**src/shared/mfcc_defs.svh**
```systemverilog
/*
  Offsets, field positions, reset values and timing counts for the queue
  content configuration block. Assumes inclusion by bare name only.
*/
`ifndef MFCC_DEFS_SVH
`define MFCC_DEFS_SVH

// Register offsets
`define MFCC_OFF_SIDE_RATE 8'h44
`define MFCC_OFF_DECIM 8'h45
`define MFCC_OFF_THR_LOW 8'h46
`define MFCC_OFF_THR_HIGH 8'h47
`define MFCC_OFF_BEHAV 8'h48
`define MFCC_OFF_CONTENT 8'h49
`define MFCC_OFF_IRQ_STAT 8'h50
`define MFCC_OFF_IRQ_MASK 8'h51
`define MFCC_OFF_FILL_LOW 8'h56
`define MFCC_OFF_FILL_HIGH 8'h57

// Reset values
`define MFCC_RST_SIDE_RATE 8'h46
`define MFCC_RST_DECIM 8'h88
`define MFCC_RST_THR_LOW 8'h00
`define MFCC_RST_THR_HIGH 8'h02
`define MFCC_RST_BEHAV 8'h02
`define MFCC_RST_CONTENT 8'h10

// Field positions
`define MFCC_RATE_LSB 0
`define MFCC_OFFS_LSB 4
`define MFCC_GDEC_LSB 0
`define MFCC_GFILT_BIT 3
`define MFCC_ADEC_LSB 4
`define MFCC_AFILT_BIT 7
`define MFCC_STOP_BIT 0
`define MFCC_TIME_BIT 1
`define MFCC_TAG1_LSB 0
`define MFCC_TAG2_LSB 2
`define MFCC_HDR_BIT 4
`define MFCC_AUXEN_BIT 5
`define MFCC_ACCEN_BIT 6
`define MFCC_GYREN_BIT 7

// Side rate reserved codes
`define MFCC_RATE_RES_LO 4'h0
`define MFCC_RATE_RES_HI 4'hf

// Interrupt status bit positions
`define MFCC_IRQ_WTM 0
`define MFCC_IRQ_FULL 1
`define MFCC_IRQ_RATE_ERR 2

// Offset step in microseconds and its cycle count at 10 MHz
`define MFCC_STEP_US 2500
`define MFCC_CLK_MHZ 10
`define MFCC_STEP_CYC (`MFCC_STEP_US * `MFCC_CLK_MHZ)

`endif

```
**src/shared/mfcc_pkg.sv**
```systemverilog
/*
  Types for the queue content configuration block.
  Assumes mfcc_defs.svh for numeric constants.
*/
package mfcc_pkg;
  // Decoded configuration presented to the datapath
  typedef struct packed {
    logic [3:0] side_rate;
    logic side_rate_ok;
    logic [3:0] side_offset;
    logic [2:0] gyro_decim;
    logic gyro_filtered;
    logic [2:0] accel_decim;
    logic accel_filtered;
    logic [12:0] threshold;
    logic stop_on_full;
    logic time_frame_en;
    logic [1:0] tag_select_first;
    logic [1:0] tag_select_second;
    logic header_en;
    logic aux_store_en;
    logic accel_store_en;
    logic gyro_store_en;
  } mfcc_cfg_type;

  // One accepted sample leaving the selection stage
  typedef struct packed {
    logic gyro_valid;
    logic accel_valid;
    logic aux_valid;
    logic gyro_filtered;
    logic accel_filtered;
    logic tag_first;
    logic tag_second;
    logic header_en;
  } mfcc_store_type;

  // Whole module state
  typedef struct packed {
    logic [7:0] side_rate_cfg;
    logic [7:0] decim_cfg;
    logic [7:0] thr_low;
    logic [7:0] thr_high;
    logic [7:0] behav_cfg;
    logic [7:0] content_cfg;
    logic [2:0] irq_stat;
    logic [2:0] irq_mask;
    logic [7:0] rd_data;
    logic [6:0] gyro_cnt;
    logic [6:0] accel_cnt;
    logic [31:0] delay_cnt;
    logic [3:0] step_left;
    logic delay_busy;
    logic side_trig;
    logic wtm_seen;
    logic full_seen;
    logic [1:0] ev1_sync;
    logic [1:0] ev2_sync;
    logic ev1_prev;
    logic ev2_prev;
    mfcc_store_type store;
    logic time_frame;
  } mfcc_state_type;
endpackage

```
**src/hw/mfcc_top.sv**
```systemverilog
/*
  Queue content configuration: registers for decimation, source select,
  watermark, stop-when-full, time frame, tags, header and store enables,
  plus the auxiliary rate check and readout offset delay.
  Assumes a single 10 MHz clock, a one-cycle strobe register port, sample
  strobes and the queue fill level from logic on the same clock, and the
  two event pins arriving asynchronously.
*/
// What this block does
// - Four-bit side rate, codes 0, f reserved
// - Delay side readout by 2.5 ms steps
// - Gyro decimation by two to field power
// - Accel decimation by two to field power
// - Source bit selects filtered or unfiltered samples
// - Watermark interrupt at low plus 256 times high
// - Stop-when-full blocks writes into full queue
// - Sensortime frame after last data frame
// - First tag source chosen by 2-bit code
// - Second tag source chosen the same way
// - Header bit selects headered or headerless frames
// - Aux data stored only when enabled
// - Accel data stored only when enabled
// - Gyro data stored only when enabled
`timescale 1ns/10ps
`include "mfcc_defs.svh"

module mfcc_top
  import mfcc_pkg::*;
#(
  parameter int unsigned STEP_CYCLES = `MFCC_STEP_CYC,
  parameter int unsigned QUEUE_BYTES = 2048
) (
  input wire logic ref_clk,
  input wire logic rst_n,
  input wire logic [7:0] reg_addr,
  input wire logic [7:0] reg_wdata,
  input wire logic reg_wr,
  input wire logic reg_rd,
  output logic [7:0] reg_rdata,
  input wire logic gyro_sample,
  input wire logic accel_sample,
  input wire logic aux_sample,
  input wire logic side_tick,
  input wire logic accel_saturated,
  input wire logic gyro_saturated,
  input wire logic event_pin_first,
  input wire logic event_pin_second,
  input wire logic [12:0] queue_fill,
  input wire logic queue_drained,
  output mfcc_cfg_type cfg,
  output mfcc_store_type store,
  output logic store_valid,
  output logic side_trigger,
  output logic time_frame,
  output logic watermark,
  output logic irq
);

  ////////////////////////////////////////////////////////////////////////
  // State
  mfcc_state_type st_q; // All registered state
  mfcc_state_type st_d; // Next state
  mfcc_cfg_type cfg_c; // Decoded configuration
  logic [12:0] thr_c; // Threshold in bytes
  logic full_c; // Queue has no room
  logic wtm_c; // Fill at or above threshold
  logic gyro_keep_c; // Gyro sample survives decimation
  logic accel_keep_c; // Accel sample survives decimation
  logic aux_keep_c; // Aux sample enabled
  logic edge1_c; // Rising edge of first pin
  logic edge2_c; // Rising edge of second pin

  // Group mask for a power-of-two decimation: counter low bits zero keeps
  function automatic logic decim_keep(input logic [6:0] cnt, input logic [2:0] pow);
    logic [6:0] mask;
    mask = 7'((8'h01 << pow) - 8'h01);
    decim_keep = ((cnt & mask) == 7'h00);
  endfunction

  // Next counter value for decimation, wrapping at the group size
  function automatic logic [6:0] decim_next(input logic [6:0] cnt, input logic [2:0] pow);
    logic [6:0] mask;
    mask = 7'((8'h01 << pow) - 8'h01);
    decim_next = (cnt + 7'h01) & mask;
  endfunction

  // Pick one tag source from a 2-bit code
  function automatic logic tag_pick(input logic [1:0] code, input logic edge_seen, input logic level,
                                    input logic acc_sat, input logic gyr_sat);
    unique case (code)
      2'h0: tag_pick = edge_seen;
      2'h1: tag_pick = level;
      2'h2: tag_pick = acc_sat;
      2'h3: tag_pick = gyr_sat;
    endcase
  endfunction

  ////////////////////////////////////////////////////////////////////////
  // Configuration decode
  always_comb begin
    cfg_c = '0;
    cfg_c.side_rate = st_q.side_rate_cfg[`MFCC_RATE_LSB +: 4];
    cfg_c.side_rate_ok = (cfg_c.side_rate != `MFCC_RATE_RES_LO) && (cfg_c.side_rate != `MFCC_RATE_RES_HI);
    cfg_c.side_offset = st_q.side_rate_cfg[`MFCC_OFFS_LSB +: 4];
    cfg_c.gyro_decim = st_q.decim_cfg[`MFCC_GDEC_LSB +: 3];
    cfg_c.gyro_filtered = st_q.decim_cfg[`MFCC_GFILT_BIT];
    cfg_c.accel_decim = st_q.decim_cfg[`MFCC_ADEC_LSB +: 3];
    cfg_c.accel_filtered = st_q.decim_cfg[`MFCC_AFILT_BIT];
    cfg_c.threshold = thr_c;
    cfg_c.stop_on_full = st_q.behav_cfg[`MFCC_STOP_BIT];
    cfg_c.time_frame_en = st_q.behav_cfg[`MFCC_TIME_BIT];
    cfg_c.tag_select_first = st_q.content_cfg[`MFCC_TAG1_LSB +: 2];
    cfg_c.tag_select_second = st_q.content_cfg[`MFCC_TAG2_LSB +: 2];
    cfg_c.header_en = st_q.content_cfg[`MFCC_HDR_BIT];
    cfg_c.aux_store_en = st_q.content_cfg[`MFCC_AUXEN_BIT];
    cfg_c.accel_store_en = st_q.content_cfg[`MFCC_ACCEN_BIT];
    cfg_c.gyro_store_en = st_q.content_cfg[`MFCC_GYREN_BIT];
  end

  // threshold is low byte plus 256 times the high field
  assign thr_c = {st_q.thr_high[4:0], st_q.thr_low};
  assign wtm_c = (queue_fill >= thr_c);
  // Full when the fill reaches the storage size
  assign full_c = (32'(queue_fill) >= QUEUE_BYTES);

  // keep the first sample of each group
  assign gyro_keep_c = decim_keep(st_q.gyro_cnt, cfg_c.gyro_decim);
  assign accel_keep_c = decim_keep(st_q.accel_cnt, cfg_c.accel_decim);
  assign aux_keep_c = aux_sample && cfg_c.aux_store_en;

  // Edges use the second synchroniser stage only
  assign edge1_c = st_q.ev1_sync[1] && !st_q.ev1_prev;
  assign edge2_c = st_q.ev2_sync[1] && !st_q.ev2_prev;

  ////////////////////////////////////////////////////////////////////////
  // Next-state logic
  always_comb begin
    logic gyro_in;
    logic accel_in;
    logic any_in;
    logic blocked;
    logic [2:0] set_ev;
    st_d = st_q;
    gyro_in = 1'b0;
    accel_in = 1'b0;
    any_in = 1'b0;
    blocked = 1'b0;
    set_ev = 3'h0;

    // Pin synchronisers, two stages before use
    st_d.ev1_sync = {st_q.ev1_sync[0], event_pin_first};
    st_d.ev2_sync = {st_q.ev2_sync[0], event_pin_second};
    st_d.ev1_prev = st_q.ev1_sync[1];
    st_d.ev2_prev = st_q.ev2_sync[1];

    // Register writes
    if (reg_wr) begin
      unique case (reg_addr)
        `MFCC_OFF_SIDE_RATE: st_d.side_rate_cfg = reg_wdata;
        `MFCC_OFF_DECIM: st_d.decim_cfg = reg_wdata;
        `MFCC_OFF_THR_LOW: st_d.thr_low = reg_wdata;
        // Only five bits exist above the low byte
        `MFCC_OFF_THR_HIGH: st_d.thr_high = {3'h0, reg_wdata[4:0]};
        `MFCC_OFF_BEHAV: st_d.behav_cfg = {6'h00, reg_wdata[1:0]};
        `MFCC_OFF_CONTENT: st_d.content_cfg = reg_wdata;
        `MFCC_OFF_IRQ_MASK: st_d.irq_mask = reg_wdata[2:0];
        default: ; // Unmapped writes are ignored
      endcase
    end

    // Register reads, data stands the next cycle only
    st_d.rd_data = 8'h00;
    if (reg_rd) begin
      unique case (reg_addr)
        `MFCC_OFF_SIDE_RATE: st_d.rd_data = st_q.side_rate_cfg;
        `MFCC_OFF_DECIM: st_d.rd_data = st_q.decim_cfg;
        `MFCC_OFF_THR_LOW: st_d.rd_data = st_q.thr_low;
        `MFCC_OFF_THR_HIGH: st_d.rd_data = st_q.thr_high;
        `MFCC_OFF_BEHAV: st_d.rd_data = st_q.behav_cfg;
        `MFCC_OFF_CONTENT: st_d.rd_data = st_q.content_cfg;
        `MFCC_OFF_IRQ_STAT: st_d.rd_data = {5'h00, st_q.irq_stat};
        `MFCC_OFF_IRQ_MASK: st_d.rd_data = {5'h00, st_q.irq_mask};
        `MFCC_OFF_FILL_LOW: st_d.rd_data = queue_fill[7:0];
        `MFCC_OFF_FILL_HIGH: st_d.rd_data = {3'h0, queue_fill[12:8]};
        default: st_d.rd_data = 8'h00; // Unmapped reads return zero
      endcase
    end

    // gyro decimation counter advances on each arriving sample
    if (gyro_sample) begin
      st_d.gyro_cnt = decim_next(st_q.gyro_cnt, cfg_c.gyro_decim);
      gyro_in = gyro_keep_c && cfg_c.gyro_store_en;
    end
    if (accel_sample) begin
      st_d.accel_cnt = decim_next(st_q.accel_cnt, cfg_c.accel_decim);
      accel_in = accel_keep_c && cfg_c.accel_store_en;
    end
    // Decimation restarts when its factor is rewritten
    if (reg_wr && reg_addr == `MFCC_OFF_DECIM) begin
      st_d.gyro_cnt = 7'h00;
      st_d.accel_cnt = 7'h00;
    end

    any_in = gyro_in || accel_in || aux_keep_c;
    // refuse new samples into a full queue when stop_on_full is set
    blocked = cfg_c.stop_on_full && full_c;
    st_d.store = '0;
    if (any_in && !blocked) begin
      st_d.store.gyro_valid = gyro_in;
      st_d.store.accel_valid = accel_in;
      st_d.store.aux_valid = aux_keep_c;
      st_d.store.gyro_filtered = cfg_c.gyro_filtered;
      st_d.store.accel_filtered = cfg_c.accel_filtered;
      st_d.store.tag_first = tag_pick(cfg_c.tag_select_first, edge1_c, st_q.ev1_sync[1],
                                      accel_saturated, gyro_saturated);
      st_d.store.tag_second = tag_pick(cfg_c.tag_select_second, edge2_c, st_q.ev2_sync[1],
                                       accel_saturated, gyro_saturated);
      st_d.store.header_en = cfg_c.header_en;
    end

    // time frame follows the last data frame
    st_d.time_frame = queue_drained && cfg_c.time_frame_en;

    // readout offset delay, offset zero fires at once
    st_d.side_trig = 1'b0;
    if (st_q.delay_busy) begin
      if (st_q.delay_cnt != 32'h0) begin
        st_d.delay_cnt = st_q.delay_cnt - 32'h1;
      end else if (st_q.step_left != 4'h0) begin
        st_d.step_left = st_q.step_left - 4'h1;
        st_d.delay_cnt = STEP_CYCLES - 32'h1;
      end else begin
        st_d.delay_busy = 1'b0;
        st_d.side_trig = 1'b1;
      end
    end else if (side_tick && cfg_c.side_rate_ok) begin
      // reserved rates never trigger a readout
      if (cfg_c.side_offset == 4'h0) begin
        st_d.side_trig = 1'b1;
      end else begin
        st_d.delay_busy = 1'b1;
        st_d.step_left = cfg_c.side_offset - 4'h1;
        st_d.delay_cnt = STEP_CYCLES - 32'h1;
      end
    end

    // Watermark and full events on rising conditions; rate error on each reserved-rate tick
    st_d.wtm_seen = wtm_c;
    st_d.full_seen = full_c;
    set_ev[`MFCC_IRQ_WTM] = wtm_c && !st_q.wtm_seen;
    set_ev[`MFCC_IRQ_FULL] = full_c && !st_q.full_seen;
    set_ev[`MFCC_IRQ_RATE_ERR] = side_tick && !cfg_c.side_rate_ok;

    // Read clears status; a new event in the same cycle wins
    if (reg_rd && reg_addr == `MFCC_OFF_IRQ_STAT) begin
      st_d.irq_stat = set_ev;
    end else begin
      st_d.irq_stat = st_q.irq_stat | set_ev;
    end
  end

  ////////////////////////////////////////////////////////////////////////
  // State register
  always_ff @(posedge ref_clk or negedge rst_n) begin
    if (!rst_n) begin
      st_q <= '0;
      st_q.side_rate_cfg <= `MFCC_RST_SIDE_RATE;
      st_q.decim_cfg <= `MFCC_RST_DECIM;
      st_q.thr_low <= `MFCC_RST_THR_LOW;
      st_q.thr_high <= `MFCC_RST_THR_HIGH;
      st_q.behav_cfg <= `MFCC_RST_BEHAV;
      st_q.content_cfg <= `MFCC_RST_CONTENT;
    end else begin
      st_q <= st_d;
    end
  end

  ////////////////////////////////////////////////////////////////////////
  // Outputs
  assign reg_rdata = st_q.rd_data;
  assign cfg = cfg_c;
  assign store = st_q.store;
  // Any stored kind marks a frame
  assign store_valid = st_q.store.gyro_valid | st_q.store.accel_valid | st_q.store.aux_valid;
  assign side_trigger = st_q.side_trig;
  assign time_frame = st_q.time_frame;
  assign watermark = st_q.wtm_seen;
  assign irq = |(st_q.irq_stat & st_q.irq_mask);

endmodule // mfcc_top

```
**config.mk**
```make
export PLATFORM = sky130hd
export DESIGN_NAME = mfcc_top
export DESIGN_NICKNAME = d
export VERILOG_FILES = /design/src/shared/mfcc_pkg.sv /design/src/hw/mfcc_top.sv
export VERILOG_INCLUDE_DIRS = /design/src /design/src/shared
export SDC_FILE = /design/constraint.sdc
export NUM_CORES = 1
export LEC_CHECK = 0
export BUFFER_PORTS_ARGS = -buffer_cell sky130_fd_sc_hd__buf_2
export CAP_MARGIN = 20
export CORE_MARGIN = 2
export CORE_UTILIZATION = 25
export CTS_CLUSTER_DIAMETER = 80
export CTS_CLUSTER_SIZE = 20
export DETAILED_ROUTE_END_ITERATION = 10
export GPL_ROUTABILITY_DRIVEN = 0
export PLACE_DENSITY_LB_ADDON = 0.1
export SYNTH_ARGS = -nofsm -noshare
export SYNTH_HDL_FRONTEND = slang
export SYNTH_SLANG_ARGS = --single-unit
```
**constraint.sdc**
```tcl
create_clock -name ref_clk -period 2.9 [get_ports ref_clk]
set_input_delay 0.58 -clock ref_clk [delete_from_list [all_inputs] [get_ports ref_clk]]
set_output_delay 0.58 -clock ref_clk [all_outputs]
set_load 0.02 [all_outputs]
```
==> metrics.md, run 1 <==
| Metric | Value |
|---|---|
| Number of buffers created by CTS | 17 |
| Core ar. | 27800 sq um |
| Warnings, synthesis | 0 |
| Critical path arrival | 3.00 ns |
| Relative max-transition margin | 0.501 |
| Floorplan die area | 29600 sq um |
| Fraction of final layout cells with drive strength greater than 1 | 0.295 |
| Sinks on Clock Net | 122 |
| Top library cells by usage in the layout, fill and taps aside | sky130_fd_sc_hd__dfrtp_1 (114), sky130_fd_sc_hd__buf_2 (101), sky130_fd_sc_hd__nand2_1 (50) |
| RSZ-0062 raised after global routing | false |
| WL final | 21000 microns |
| Fin Clk Skew | 0.0101 ns |
| DR iter-0 viols | 281 |
| Number of flops mapped to enable cells by yosys | 0 |
| Number of I/O port buffers | 102 |
| Number of unique standard cell types used by synthesis | 73 |
| Total global routing overflow | 0 |
| Global-route wire length before repair | 33000 microns |
| Crit-path cells | or3_1 > ha_1 > nor3_1 > a21oi_1 > o21ai_0 > a221o_1 > nand2_1 > and2_1 |
| Register bit total from synthesis | 122 |
| Area share of the largest cell type after synthesis | 0.404 |
| I/O pin total | 103 |
| Ys flop type | sky130_fd_sc_hd__dfrtp_1 |
| Worst EP required | 3.20 ns |
| Clock tree from TritonCTS | built |
| Via count of the first global-routing pass | 5708 |
| Worst skew pair latency | 0.42 ns |
| Maximum frequency from static timing analysis | 371 MHz |
| Post-Route Setup TNS | 0 ns |
| Leak Pwr | 3.76 nW |
| Number of failing hold endpoints at the final stage | 0 |
| Global-route usage over all layers | 0.148 |
| Final worst-path cycle share | 0.929 |
| Number of cells upsized or downsized after cts | 0 |
| Area growth syn-to-layout | 17.3% |
| Final antenna diode count | 0 |
| Post-synthesis sequential area ratio | 0.434 |
| # H-tree levels | 4 |
| Post-Synthesis Mean Instance Area | 9.81 sq um |
| Worst Path Max Fanout | 9 |
| Initial standard-cell utilization of the core | 0.254 |
| Leading area contributor after synthesis | sky130_fd_sc_hd__dfrtp_1 |
| Min Clock Period, post-route | 2.69 ns |
| Power density of the placed cells | 649 nW/um^2 |
| Row cnt | 61 |
| Post-detailed-placement half-perimeter wirelength | 15700 microns |
| Total power draw | 0.00537 W |
| Final antenna-violating net count | 0 |
| Hold bufs inserted after CTS | 0 |
| Post-CTS Setup Repair Bufs | 0 |
| Most common cell after layout, fill and taps aside | sky130_fd_sc_hd__dfrtp_1 |
| Synth top area cells | sky130_fd_sc_hd__dfrtp_1 (40%), sky130_fd_sc_hd__mux2_2 (6.1%), sky130_fd_sc_hd__buf_4 (5.9%), sky130_fd_sc_hd__ha_1 (3.7%), sky130_fd_sc_hd__o21ai_0 (3.1%) |
| CTS clk-pin slew, worst paths | 0.06 ns |
| Startpoint class of the critical path | register |
| Instance count after placement with tap cells included | 1143 |
| Worst Setup Path Type | reg2reg |
| Non-Filler Instances | 1175 |
| First-pass DRT Iterations | 5 |
| CTS Root Cell | sky130_fd_sc_hd__clkbuf_16 |
| Max stage delay cell, worst path | sky130_fd_sc_hd__dfrtp_1 |
| Height of the chip | 172 microns |
| Total number of nets in the final design | 847 |
| Final slew viol count | 0 |
| Routed len/inst | 17.8 microns |
| Final setup fails | 0 |
| Maximum number of buffers from clock root to sink | 2 |
| Class of the tightest hold or removal check | in2async |
| Critical path's largest stage delay | 0.48 ns |
| Cell Area, Placed | 7680 sq um |
| Die Width | 172 microns |
| Overall via count from detail_route | 5590 |
| Number of nets in the synthesized netlist | 782 |
| Antenna violations before repair | 0 |
| Kind of end point of the critical path | register |
| Pin slew with the least headroom to its limit | 0.738 ns |
| Mapped Area | 7060 sq um |
| Largest net degree at the start of global routing | 51 |
| Post-synthesis instance total | 719 |
| Per-cell via count in the routed design | 4.76 |
| Filler cell count in the final layout | 2997 |
| Number of remaining DRC errors | 0 |
| Share of synthesized flip-flops with an asynchronous set or reset | 1.00 |
| Number of max-cap violations | 0 |
| Largest voltage drop on the vdd net | 0.289 mV |
| Design area | 8280 sq um |
| Result of the run | finished clean |
## state kept, by name (all words and copies together), names as in the netlist
name and count:
st_q 60, cfg 39, reg_rdata 8, store 8, st_d 4, side_trigger 1, time_frame 1, watermark 1
## layer usage
metal / up-vias / wire length [microns] / track usage
met3: 23 / 671 / 0.0277
met5: - / 0 / 0
li1: 2654 / - / -
met1: 2796 / 9590 / 0.194
met4: 0 / 490 / 0.0427
met2: 117 / 10200 / 0.247
## metrics by stage
step,setup slack (ns),utilization,hold slack [ns]
floorplan,0.532,-,0.284
global placement,0.211,0.277,0.338
detailed placement,0.190,0.277,0.342
CTS,0.183,0.298,0.243
global route,0.0583,0.298,0.242
finish,0.205,0.298,0.225
## where the power goes
part,total [W],switching (W),internal (W)
Combinational,0.00108,0.000647,0.000433
Clock,0.00214,0.000863,0.00128
Sequential,0.00215,0.000250,0.00190
Total,0.00537,0.00176,0.00361
## worst max-delay path, delay by kind of cell, from the launching register on
kind | cells | cell delay (ns)
AO/OA/AOI/OAI | 3 | 0.91
adder cells (fa/ha/maj) | 1 | 0.28
flip-flops | 1 | 0.48
AND/OR/NAND/NOR | 4 | 0.92
## synth_stat cells, types with 4 or more instances
master and count:
sky130_fd_sc_hd__mux2_2 38, sky130_fd_sc_hd__o21ai_0 43, sky130_fd_sc_hd__and2_1 9, sky130_fd_sc_hd__clkbuf_1 11
sky130_fd_sc_hd__a21oi_1 42, sky130_fd_sc_hd__dfstp_2 8, sky130_fd_sc_hd__and3_1 7, sky130_fd_sc_hd__nand3b_1 4
sky130_fd_sc_hd__o21a_1 4, sky130_fd_sc_hd__ha_1 21, sky130_fd_sc_hd__nor2_1 49, sky130_fd_sc_hd__mux2i_1 9
sky130_fd_sc_hd__dfrtp_1 114, sky130_fd_sc_hd__a22oi_1 11, sky130_fd_sc_hd__nor4_1 12, sky130_fd_sc_hd__o41ai_1 4
sky130_fd_sc_hd__nand4_1 4, sky130_fd_sc_hd__or3_1 8, sky130_fd_sc_hd__o31ai_1 4, sky130_fd_sc_hd__o22ai_1 8
sky130_fd_sc_hd__nand3_1 15, sky130_fd_sc_hd__or2_2 5, sky130_fd_sc_hd__nand2_1 50, sky130_fd_sc_hd__a31oi_1 10
sky130_fd_sc_hd__nor3_1 23, sky130_fd_sc_hd__buf_2 6, sky130_fd_sc_hd__inv_1 44, sky130_fd_sc_hd__nand2b_1 8
sky130_fd_sc_hd__buf_4 55, sky130_fd_sc_hd__xnor2_1 17, sky130_fd_sc_hd__a221oi_1 5, sky130_fd_sc_hd__nand4b_1 5
## final timing paths
kind | start | end | slack [ns] | cells past startpoint
worst max-delay path | cfg[24] | store[3] | 0.21 | 8
max in group asynchronous | rst_n | cfg[33] | 1.92 | 2
worst max register to register | cfg[24] | store[3] | 0.21 | 8
min in group ref_clk | event_pin_second | st_d[12] | 0.27 | 1
worst min-delay path | rst_n | st_q[9] | 0.23 | 1
worst min register to register | st_d[12] | st_d[9] | 0.35 | 0
## area by class of cell
type                            count  area (sq um)  area share
Sequential cell                   122          3060       0.370
Tap cell                          378           473      0.0572
Inverter                           46           173      0.0209
Multi-Input combinational cell    475          3300       0.399
Clock buffer                       17           425      0.0514
Clock inverter                     15           168      0.0203
Timing Repair Buffer              122           676      0.0816
## cell families (layout without fill, tap and decap cells)
kind of cell	after synthesis	count (layout)	share of synthesized area
compound gates	151	151	0.133
xor+xnor	18	18	0.0223
fa+ha+maj	21	21	0.0372
buf+inv	122	200	0.0984
flops	122	122	0.434
mux	50	50	0.0830
simple gates	235	235	0.192
(Power assumes the default switching activity.)
==> inputs of run 2 (changes only) <==
Settings changed: RECOVER_POWER set to 100.
==> metrics.md, run 2 (synthesized netlist as in run 1, its figures left out) <==
| Metric | Value |
|---|---|
| Pin slew with the least headroom to its limit | 1.40 ns (+0.660 ns) |
| Total power draw | 0.00533 W (-0.78%) |
| Clock tree from TritonCTS | built |
| Worst EP required | 3.20 ns (about the same) |
| Startpoint class of the critical path | register |
| Worst Setup Slack, final | 0.148 ns (-0.0576 ns) |
| Fin Hold WS | 0.264 ns (+0.0384 ns) |
| Max stage delay cell, worst path | sky130_fd_sc_hd__dfrtp_1 |
| Number of flip-flops under the largest register name | 60 (unchanged) |
| Maximum number of buffers from clock root to sink | 2 (unchanged) |
| Final slew viol count | 0 (unchanged) |
| Height of the chip | 172 microns (unchanged) |
| Final antenna diode count | 0 (unchanged) |
| Worst reg2reg startpoint | cfg[24] |
| Power density of the placed cells | 658 nW/um^2 (+1.4%) |
| Row cnt | 61 (unchanged) |
| Post-Route Setup TNS | 0 ns (unchanged) |
| Result of the run | finished clean |
| Via count of the first global-routing pass | 5708 (unchanged) |
| Global-route usage over all layers | 0.148 (unchanged) |
| Leak Pwr | 3.47 nW (-7.6%) |
| Cell count of the worst reg-to-reg path | 8 (unchanged) |
| Worst Path Max Fanout | 9 (unchanged) |
| Number of max-cap violations | 0 (unchanged) |
| Hold bufs inserted after CTS | 0 (unchanged) |
| Fin Clk Skew | 0.00760 ns (-0.00250 ns) |
| RSZ-0062 raised after global routing | false |
| Fraction of final layout cells with drive strength greater than 1 | 0.196 (-0.0991) |
| Worst skew pair latency | 0.42 ns (about the same) |
| Per-cell via count in the routed design | 4.76 (+0.11%) |
| Class of the tightest hold or removal check | in2reg |
| Final setup fails | 0 (unchanged) |
| First-pass DRT Iterations | 4 (-1) |
| Number of cells upsized or downsized after cts | 0 (unchanged) |
| Overall via count from detail_route | 5596 (+0.11%) |
| Worst Setup Path Type | reg2reg |
| Critical path's top delay family | simple AND/OR/NAND/NOR gates |
| Top library cells by usage in the layout, fill and taps aside | sky130_fd_sc_hd__dfrtp_1 (114), sky130_fd_sc_hd__clkbuf_1 (69), sky130_fd_sc_hd__nor2_1 (50), sky130_fd_sc_hd__nand2_1 (50), sky130_fd_sc_hd__inv_1 (45) |
| Relative max-transition margin | 0.0677 (-0.434) |
| Register bank with the most flops | st_q |
| Number of I/O port buffers | 102 (unchanged) |
| CTS clk-pin slew, worst paths | 0.06 ns (about the same) |
| Core ar. | 27800 sq um (unchanged) |
| Capture endpoint of the worst hold path | st_d[12] |
| Post-detailed-placement half-perimeter wirelength | 15700 microns (unchanged) |
| Kind of end point of the critical path | register |
| Most common cell after layout, fill and taps aside | sky130_fd_sc_hd__dfrtp_1 |
| Flop-to-flop setup slack | 0.15 ns (-0.06 ns) |
| Final antenna-violating net count | 0 (unchanged) |
| WL final | 21100 microns (+0.50%) |
| CTS Root Cell | sky130_fd_sc_hd__clkbuf_16 |
| Pre-CTS setup slack | 0.190 ns (unchanged) |
| Number of remaining DRC errors | 0 (unchanged) |
| Largest voltage drop on the vdd net | 0.290 mV (+0.20%) |
| Area growth syn-to-layout | 14.8% |
| DR iter-0 viols | 262 (-6.8%) |
| Sinks on Clock Net | 122 (unchanged) |
| Maximum frequency from static timing analysis | 363 MHz (-2.1%) |
| Total number of nets in the final design | 847 (unchanged) |
| Non-Filler Instances | 1175 (unchanged) |
| Largest net degree at the start of global routing | 51 (unchanged) |
| Routed len/inst | 17.9 microns (+0.50%) |
| Initial standard-cell utilization of the core | 0.254 (unchanged) |
| Critical path arrival | 3.05 ns (+0.05 ns) |
| Hold-critical path depth | 1 |
| Critical R2R Capture | store[3] |
| Global-route wire length before repair | 33000 microns (unchanged) |
| # H-tree levels | 4 (unchanged) |
| Number of buffers created by CTS | 17 (unchanged) |
| Min Clock Period, post-route | 2.75 ns (+0.0576 ns) |
| Number of failing hold endpoints at the final stage | 0 (unchanged) |
| Instance count after placement with tap cells included | 1143 (unchanged) |
| I/O pin total | 103 (unchanged) |
| Worst Hold Launch | event_pin_second |
| Post-CTS Setup Repair Bufs | 0 (unchanged) |
| Floorplan die area | 29600 sq um (unchanged) |
| Crit-path cells | or3_1 > ha_1 > nor3_1 > a21oi_1 > o21ai_0 > a221o_1 > nand2_1 > and2_0 |
| Total global routing overflow | 0 (unchanged) |
| Buf/Inv on CP | 0 (unchanged) |
| Antenna violations before repair | 0 (unchanged) |
| Final worst-path cycle share | 0.949 (+0.0199) |
| Die Width | 172 microns (unchanged) |
| Critical path's largest stage delay | 0.49 ns (about the same) |
[run 2: cell type report]
class,count,area (sq um)
inverter,46,173
timing repair buffer,122,547
multi-input combinational,475,3250
tap,378,473
sequential,122,3060
clock inverter,15,168
fill,3030,19700
clock buffer,17,425
[run 2: through the flow]
stage	instance area, sq um	utilization
2_1_floorplan	7060	-
3_3_place_gp	7680	0.277
3_5_place_dp	7680	0.277
4_1_cts	8280	0.298
5_1_grt	8100	0.292
6_report	8100	0.292
[run 2: how the worst max path moves through the flow]
| stage | startpoint | to | cells after the start |
|---|---|---|---|
| 2_1_floorplan | reg_addr[5] | cfg[10] | 7 |
| 6_report | cfg[24] | store[3] | 8 |
| 5_1_grt | cfg[24] | store[3] | 8 |
| 3_3_place_gp | cfg[24] | store[3] | 8 |
| 3_5_place_dp | cfg[24] | store[3] | 8 |
| 4_1_cts | cfg[24] | store[3] | 8 |
[run 2: metal layers]
| layer | track usage | routed length (microns) | part of all wire |
|---|---|---|---|
| met5 | 0 | 0 | 0 |
| met4 | 0.0427 | 354 | 0.017 |
| met3 | 0.0277 | 671 | 0.032 |
| met2 | 0.247 | 10400 | 0.49 |
| met1 | 0.194 | 9660 | 0.46 |
[run 2: report_power, final]
group	switching [W]	internal, W
Sequential	0.000253	0.00190
Clock	0.000870	0.00128
Combinational	0.000632	0.000399
Total	0.00175	0.00358
[run 2: worst reg2reg max path, stage by stage (launching register included)]
cell	delay (ns)
sky130_fd_sc_hd__dfrtp_1	0.49
sky130_fd_sc_hd__or3_1	0.44
sky130_fd_sc_hd__ha_1	0.29
sky130_fd_sc_hd__nor3_1	0.16
sky130_fd_sc_hd__a21oi_1	0.06
sky130_fd_sc_hd__o21ai_0	0.39
sky130_fd_sc_hd__a221o_1	0.48
sky130_fd_sc_hd__nand2_1	0.14
sky130_fd_sc_hd__and2_0	0.19
